**src/inc/slag_map.vh**
```
// Constants for the stack limit and address generation block.
// Assumes inclusion by bare name from design files; definitions only.
`ifndef SLAG_MAP_VH
`define SLAG_MAP_VH

// -----------------------------------------------------------------
// Register and width figures
// -----------------------------------------------------------------
`define SLAG_SP_INDEX 4'hf
`define SLAG_DEFAULT_WORKING_REGISTER_INDEX 4'h0
`define SLAG_STACK_FLOOR 16'h0800
`define SLAG_WORD_STEP 16'h0002
`define SLAG_NEAR_WIDTH 13
`define SLAG_LIT5_WIDTH 5'd5
`define SLAG_LIT10_WIDTH 5'd10
`define SLAG_LIT8_WIDTH 5'd8
`define SLAG_LIT16_WIDTH 5'd16
`define SLAG_BRA_WIDTH 5'd16
`define SLAG_DISABLE_INTERRUPTS_INSTR_WIDTH 5'd14

// -----------------------------------------------------------------
// Addressing modes (one-hot)
// -----------------------------------------------------------------
`define SLAG_MODE_FILE 8'h01
`define SLAG_MODE_DIRECT 8'h02
`define SLAG_MODE_INDIRECT 8'h04
`define SLAG_MODE_POST 8'h08
`define SLAG_MODE_PRE 8'h10
`define SLAG_MODE_INDEXED 8'h20
`define SLAG_MODE_LITOFF 8'h40
`define SLAG_MODE_LITERAL 8'h80

// -----------------------------------------------------------------
// Stack operations (one-hot)
// -----------------------------------------------------------------
`define SLAG_STK_NONE 4'h1
`define SLAG_STK_PUSH 4'h2
`define SLAG_STK_POP 4'h4
`define SLAG_STK_PCPUSH 4'h8

`endif

```
**src/rtl/slag_limit_check.v**
```verilog
// Stack limit comparator: checks an effective address against limit and floor.
// Assumes the caller qualifies the result with a stack-pointer use.
`timescale 1ns/1ps
`default_nettype none
`include "slag_map.vh"

module slag_limit_check
#(
    parameter AW = 16
)
(
    input wire [AW-1:0] addr_i,
    input wire [AW-1:0] limit_i,
    input wire check_i,
    output wire over_o,
    output wire under_o
);

    // Above limit traps; equal does not
    assign over_o = check_i && (addr_i > limit_i);
    // Below floor protects the special register space
    assign under_o = check_i && (addr_i < `SLAG_STACK_FLOOR);

endmodule
`default_nettype wire

```
**src/rtl/slag_core.v**
```verilog
// Data address generation and software stack checking for a 16-bit core.
// Assumes decoder drives one request per cycle with the register file
// values already read; data memory takes ea_o in the same cycle.
// How it works
// - Working register fifteen doubles as the software stack pointer.
// - Pointer addresses first free word; stack grows upward.
// - Pop decrements before access; push increments after access.
// - Call pushes program counter high part zero-extended.
// - Exception push joins status low byte with program counter high part.
// - Stack limit register has no reset value.
// - Stack limit bit zero always reads zero.
// - Every address formed through the stack pointer is checked against limit, except when mode is file, direct or literal.
// - Push at limit is fine; the next push traps.
// - Stack pointer address below 0x0800 raises underflow trap.
// - File register address is thirteen bits, near data space.
// - File register ops use register zero as default working register.
// - Operand one register direct; operand two register, memory or literal.
// - Three-operand literals come in five and ten bit widths.
// - Post-modified: pointer gives address, then steps by constant.
// - Pre-modified: pointer steps by signed constant, result is address.
// - Indexed: address is pointer plus base operand register.
// - Literal offset: address is pointer plus instruction literal.
// - Move shares one four-bit offset field for both ends.
// - Move adds indexed and literal-offset modes, eight and sixteen bit literals.
// - Branch takes signed sixteen-bit literal; interrupt disable unsigned fourteen.
`timescale 1ns/1ps
`default_nettype none
`include "slag_map.vh"

module slag_core
#(
    parameter AW = 16
)
(
    input wire clock_i,
    input wire rst_n_i,
    input wire req_i,
    input wire [7:0] mode_i,
    input wire [3:0] ptr_sel_i,
    input wire [AW-1:0] ptr_val_i,
    input wire [AW-1:0] base_val_i,
    input wire [3:0] offset_sel_i,
    input wire [AW-1:0] literal_i,
    input wire [1:0] lit_width_i,
    input wire step_down_i,
    input wire [AW-1:0] step_i,
    input wire [12:0] file_addr_i,
    input wire [3:0] stack_op_i,
    input wire exception_i,
    input wire [7:0] status_low_i,
    input wire [6:0] pc_high_i,
    input wire limit_wr_i,
    input wire [AW-1:0] limit_data_i,
    output reg [AW-1:0] ea_o,
    output reg ea_valid_o,
    output reg [AW-1:0] ptr_wb_o,
    output reg ptr_wb_en_o,
    output reg [3:0] ptr_wb_sel_o,
    output reg [3:0] default_default_working_register_o,
    output reg [AW-1:0] operand_lit_o,
    output reg [AW-1:0] push_word_o,
    output wire overflow_trap_o,
    output wire underflow_trap_o,
    output wire [AW-1:0] stack_limit_o,
    output reg limit_hazard_o,
    output wire [AW-1:0] branch_offset_o,
    output wire [AW-1:0] disable_interrupts_instr_count_o
);

    // -----------------------------------------------------------------
    // Local state and helpers
    // -----------------------------------------------------------------
    reg [AW-1:0] stack_limit;
    reg [AW-1:0] next_ea;
    reg [AW-1:0] next_wb;
    reg next_wb_en;
    reg [AW-1:0] next_lit;
    reg [AW-1:0] next_push;
    reg uses_sp;
    wire chk_over;
    wire chk_under;

    // Sign extend a literal of given width
    function [AW-1:0] slag_sext;
        input [AW-1:0] v;
        input [4:0] w;
        integer k;
        begin
            slag_sext = v;
            for (k = 0; k < AW; k = k + 1)
            begin
                if (k >= w)
                begin
                    slag_sext[k] = v[w-1];
                end
            end
        end
    endfunction

    // Zero extend a literal of given width
    function [AW-1:0] slag_zext;
        input [AW-1:0] v;
        input [4:0] w;
        integer k;
        begin
            slag_zext = v;
            for (k = 0; k < AW; k = k + 1)
            begin
                if (k >= w)
                begin
                    slag_zext[k] = 1'b0;
                end
            end
        end
    endfunction

    // -----------------------------------------------------------------
    // Stack limit register
    // -----------------------------------------------------------------
    // No reset: value is undefined until software writes it
    always @(posedge clock_i)
    begin
        if (limit_wr_i)
        begin
            stack_limit <= {limit_data_i[AW-1:1], 1'b0};
        end
    end

    assign stack_limit_o = {stack_limit[AW-1:1], 1'b0};

    // Flag the cycle after a limit write, whether or not a stack access follows
    always @(posedge clock_i or negedge rst_n_i)
    begin
        if (!rst_n_i)
        begin
            limit_hazard_o <= 1'b0;
        end
        else
        begin
            limit_hazard_o <= limit_wr_i;
        end
    end

    // -----------------------------------------------------------------
    // Effective address generation
    // -----------------------------------------------------------------
    always @*
    begin
        next_ea = {AW{1'b0}};
        next_wb = ptr_val_i;
        next_wb_en = 1'b0;
        next_lit = {AW{1'b0}};
        next_push = {AW{1'b0}};
        uses_sp = (ptr_sel_i == `SLAG_SP_INDEX);
        // Literal width selection
        case (lit_width_i)
            2'h0: next_lit = slag_zext(literal_i, `SLAG_LIT5_WIDTH);
            2'h1: next_lit = slag_zext(literal_i, `SLAG_LIT10_WIDTH);
            2'h2: next_lit = slag_zext(literal_i, `SLAG_LIT8_WIDTH);
            default: next_lit = literal_i;
        endcase
        if (stack_op_i == `SLAG_STK_PUSH || stack_op_i == `SLAG_STK_PCPUSH)
        begin
            // Write at free word, then step up
            uses_sp = 1'b1;
            next_ea = ptr_val_i;
            next_wb = ptr_val_i + `SLAG_WORD_STEP;
            next_wb_en = 1'b1;
            if (exception_i)
            begin
                next_push = {{(AW-15){1'b0}}, status_low_i, pc_high_i};
            end
            else
            begin
                next_push = {{(AW-7){1'b0}}, pc_high_i};
            end
        end
        else if (stack_op_i == `SLAG_STK_POP)
        begin
            // Step down first, read from the new top
            uses_sp = 1'b1;
            next_ea = ptr_val_i - `SLAG_WORD_STEP;
            next_wb = next_ea;
            next_wb_en = 1'b1;
        end
        else
        begin
            case (mode_i)
                `SLAG_MODE_FILE: next_ea = {{(AW-`SLAG_NEAR_WIDTH){1'b0}}, file_addr_i};
                `SLAG_MODE_INDIRECT: next_ea = ptr_val_i;
                `SLAG_MODE_POST:
                begin
                    next_ea = ptr_val_i;
                    next_wb = step_down_i ? ptr_val_i - step_i : ptr_val_i + step_i;
                    next_wb_en = 1'b1;
                end
                `SLAG_MODE_PRE:
                begin
                    next_wb = ptr_val_i + slag_sext(step_i, `SLAG_LIT16_WIDTH);
                    next_ea = next_wb;
                    next_wb_en = 1'b1;
                end
                `SLAG_MODE_INDEXED: next_ea = ptr_val_i + base_val_i;
                `SLAG_MODE_LITOFF: next_ea = ptr_val_i + next_lit;
                default: next_ea = {AW{1'b0}};
            endcase
        end
    end

    // -----------------------------------------------------------------
    // Limit and floor check on stack pointer addresses
    // -----------------------------------------------------------------
    slag_limit_check #(.AW(AW)) u_check
    (
        .addr_i(next_ea),
        .limit_i(stack_limit_o),
        .check_i(req_i && uses_sp && (mode_i != `SLAG_MODE_FILE) &&
                 (mode_i != `SLAG_MODE_DIRECT) && (mode_i != `SLAG_MODE_LITERAL)),
        .over_o(chk_over),
        .under_o(chk_under)
    );

    // Trap requests are combinational and leave one cycle ahead of the registered ea_o
    assign overflow_trap_o = chk_over;
    assign underflow_trap_o = chk_under;

    // -----------------------------------------------------------------
    // Registered outputs to the data memory and register file
    // -----------------------------------------------------------------
    always @(posedge clock_i or negedge rst_n_i)
    begin
        if (!rst_n_i)
        begin
            ea_o <= {AW{1'b0}};
            ea_valid_o <= 1'b0;
            ptr_wb_o <= {AW{1'b0}};
            ptr_wb_en_o <= 1'b0;
            ptr_wb_sel_o <= 4'h0;
            default_default_working_register_o <= 4'h0;
            operand_lit_o <= {AW{1'b0}};
            push_word_o <= {AW{1'b0}};
        end
        else
        begin
            ea_o <= next_ea;
            ea_valid_o <= req_i && (mode_i != `SLAG_MODE_DIRECT) && (mode_i != `SLAG_MODE_LITERAL);
            ptr_wb_o <= next_wb;
            ptr_wb_en_o <= req_i && next_wb_en;
            ptr_wb_sel_o <= (stack_op_i != `SLAG_STK_NONE) ? `SLAG_SP_INDEX : ptr_sel_i;
            default_default_working_register_o <= (mode_i == `SLAG_MODE_FILE) ? `SLAG_DEFAULT_WORKING_REGISTER_INDEX : offset_sel_i;
            operand_lit_o <= next_lit;
            push_word_o <= next_push;
        end
    end

    // Branch and interrupt-disable literal fields
    assign branch_offset_o = slag_sext(literal_i, `SLAG_BRA_WIDTH);
    assign disable_interrupts_instr_count_o = slag_zext(literal_i, `SLAG_DISABLE_INTERRUPTS_INSTR_WIDTH);

endmodule
`default_nettype wire

```
**config.mk**
```make
export PLATFORM = sky130hd
export DESIGN_NAME = slag_core
export DESIGN_NICKNAME = d
export VERILOG_FILES = /design/src/rtl/slag_limit_check.v /design/src/rtl/slag_core.v
export VERILOG_INCLUDE_DIRS = /design/src /design/src/inc
export SDC_FILE = /design/constraint.sdc
export NUM_CORES = 1
export LEC_CHECK = 0
export ABC_AREA = 1
export BUFFER_PORTS_ARGS = -buffer_cell sky130_fd_sc_hd__clkbuf_2
export CAP_MARGIN = 20
export CORE_MARGIN = 5
export CORE_UTILIZATION = 53
export CTS_CLUSTER_DIAMETER = 30
export DETAILED_ROUTE_END_ITERATION = 12
export MAX_ROUTING_LAYER = met4
export PLACE_DENSITY_LB_ADDON = 0.08
export SLEW_MARGIN = 20
export SYNTH_ARGS = -nofsm -noshare
export SYNTH_HDL_FRONTEND = slang
export SYNTH_SLANG_ARGS = --single-unit
```
**constraint.sdc**
```tcl
create_clock -name clock_i -period 4.3 [get_ports clock_i]
set_clock_uncertainty 0.2 [all_clocks]
set_input_delay 0.215 -clock clock_i [delete_from_list [all_inputs] [get_ports clock_i]]
set_output_delay 0.215 -clock clock_i [all_outputs]
set_load 0.005 [all_outputs]
```
==> run_results.csv <==
group,metric,value,unit
place,gp_congestion,1.02,
synth,synth_top_area_share,22.3,%
drt,post-route-drc-count,0,
cts,cts_tree,"built",
synth,synth_area_per_cell,6.77,um2
worst_setup_path,crit_buf_inv,5,
run,drv_cap,0,
global_routing,grt_pass1_wl,46100,um
timing,finalSetupViolCount,0,
worst_setup_path,arrival,3.69,ns
timing,finalCriticalPeriod,4.11,ns
cts,htreeDepth,3,
floorplan,io_pins,261,
global_routing,overflow,0,
synth,ys_ff_latch,89,
min_path,hold_class,"primary input to register",
global_routing,track_usage,33.3,%
cells_and_area,diodes,0,
cells_and_area,fill_cells,1318,
place,io_buffers,255,
timing,worst_slew_pin_slew,0.962,ns
cts,cts.sinks,89,
drt,vias_per_cell,5.26,
timing,post-route-period-util,95.5,%
pwr,p_per_area,243,nW/um2
worst_setup_path,path_class,"primary input to output pin",
drt,antenna_left,0,
worst_setup_path,start_kind,"primary input",
worst_setup_path,crit_required,3.88,ns
synth,synth_top_cell_by_area,"dfrtp_1",
cts,cts_buffers,9,
timing,maxSlewViolCount,0,
drt,finalWirelength,30200,um
synth,synthCells,1224,
synth,synth_area_leaders,"dfrtp_1 22%, nand2_1 15%, ha_1 9.7%, inv_1 8.1%, nand3_1 5.9%",
place,dpl.cell_count,1659,
worst_setup_path,crit_family,"simple AND/OR/NAND/NOR gates",
pwr,ir_worst_vdd,0.226,mV
drt,via_count,9191,
timing,timing.final.hold_violations,0,
timing,slew_headroom,35.8,%
worst_setup_path,crit_path_end_kind,"output pin",
global_routing,grt_antenna_before_repair,0,
cells_and_area,nNetsFinal,1735,
synth,synth_seq_area_share,27.8,%
drt,wl_per_cell,17.3,um
drt,first_pass_iters,5,
floorplan,dieArea,18200,um2
timing,fmax,243,MHz
worst_setup_path,critPathMaxFanout,6,
cells_and_area,drive_above_1_share,26.1,%
synth,synth_cell_types,52,
cells_and_area,final_util,71.2,%
worst_setup_path,crit_top_cell,"nand2_1",
floorplan,core,15300,um2
timing,setup_tns,0,ns
floorplan,die_w,135,um
worst_setup_path,crit_slowest_cell,"fa_2",
worst_setup_path,cpPeakStageDelay,0.34,ns
synth,yosysWarnings,0,
cells_and_area,stdcell_count,1748,
pwr,p_leak,0.00602,uW
drt,drt-initial-drc-count,674,
place,hpwl,22900,um
floorplan,rows,45,
global_routing,grt_start_max_net_pins,75,
cts,clockBufferDepth,2,
cts,clockRootBuffer,"clkbuf_16",
cts,clk_pin_slew,0.06,ns
global_routing,grt_pass1_vias,8879,
synth,syn_area,8290,um2
cells_and_area,areaGrowthSynthToFinish,31.1,%
floorplan,start_util,54.3,%
outcome,status,"finished, final reports clean",
floorplan,die_y,135,um
[sequential cells by signal, summed over array words and instances, names as in the netlist]
register and flops:
ea_o 16, operand_lit_o 16, ptr_wb_o 16, push_word_o 15, stack_limit 15, default_default_working_register_o 4
ptr_wb_sel_o 4, ea_valid_o 1, limit_hazard_o 1, ptr_wb_en_o 1
[cells in the final DEF, fill, tap and decap left out, types with 4 or more instances in the layout]
cell           count
a21oi_1           75
buf_4             31
xor2_1            24
ha_1              57
clkbuf_2         252
nand3b_1           4
o21ai_1           12
o2111ai_1          5
xnor2_1            5
ha_4               6
clkbuf_16          9
dfrtp_1           74
a21oi_2           10
nand3_2            9
nand3_1           95
nand4_1           11
o21ai_0           39
o211ai_1           4
inv_2             19
conb_1             4
nor3_1            11
edfxtp_1          15
nor2_1            94
nor3_2             6
nor2_4             6
nor2_2            10
or2_1              4
a21o_1             5
a22oi_1            4
inv_1            175
o21bai_1           7
nand2_1          322
dlygate4sd3_1     72
nand2_2           16
[timing repair]
item	4_1_cts	5_1_grt
gates resized for setup	3	49
hold buffers	73	0
endpoints found under the setup margin	1	1
buffers inserted	0	2
hold endpoints to repair	130	0
pin swaps	0	6
[synthesized netlist by cell type (all sizes together)]
cell type / instances
a211oi: 2
a21boi: 1
a21o: 5
a21oi: 85
a22oi: 6
a31oi: 2
a41oi: 1
and2: 3
and3: 1
buf: 54
clkbuf: 9
clkinv: 3
conb: 1
dfrtp: 74
edfxtp: 15
fa: 3
ha: 64
inv: 195
nand2: 339
nand3: 104
nand3b: 5
nand4: 11
nor2: 110
nor3: 19
nor4: 2
o2111ai: 5
o211ai: 4
o21a: 1
o21ai: 54
o21bai: 7
o221ai: 3
o31ai: 1
or2: 6
xnor2: 5
xor2: 24
[report_power, final]
part | internal [uW] | switching (uW) | total (uW)
registers | 908 | 17.3 | 925
logic | 356 | 545 | 901
clock network | 455 | 360 | 815
total | 1720 | 922 | 2640
[through the flow]
stage          total power [uW]  hold WS [ns]  setup WS (ns)  cell area (um2)
3_5_place_dp               1740         0.172        -0.0345             9640
5_1_grt                    2790        0.0407        -0.0641            10900
4_1_cts                    2590       0.00180         0.0149            10700
6_report                   2640        0.0146          0.193            10900
2_1_floorplan              1430        -0.281          0.534             8300
3_3_place_gp               1730         0.173         0.0121             9640
[kinds of logic after synthesis]
family          count (synthesis)  share of synthesized area, %
xor+xnor                       29                          3.06
flops                          89                          27.8
other cells                     1                        0.0452
fa+ha+maj                      67                          10.4
compound gates                177                          12.3
buf+inv                       261                          14.3
simple gates                  600                          32.1
[final timing paths]
path,from,endpoint,slack (ns),cells past startpoint
worst max-delay path,mode_i[2],overflow_trap_o,0.19,29
worst min-delay path,ptr_val_i[0],ptr_wb_o[0]$_DFF_PN0_,0.01,3
max in group asynchronous,rst_n_i,ptr_wb_o[10]$_DFF_PN0_,2.92,2
min in group asynchronous,rst_n_i,push_word_o[11]$_DFF_PN0_,0.35,2
[layer usage]
layer,vias up,wire (um),global-route usage (%)
li1,4503,-,-
met1,4222,12300,40.5
met2,399,14500,56.0
met3,67,2370,6.52
met4,0,937,10.5
met5,-,0,-
[cell type report]
class / count / area, um2 / share of cell area (%)
Timing Repair Buffer: 357 / 2250 / 20.7
Inverter: 198 / 746 / 6.86
Sequential cell: 89 / 2300 / 21.2
Tap cell: 211 / 264 / 2.43
Clock buffer: 10 / 229 / 2.11
Multi-Input combinational cell: 877 / 5010 / 46.1
Clock inverter: 6 / 67.6 / 0.622
(Power assumes the default switching activity.)
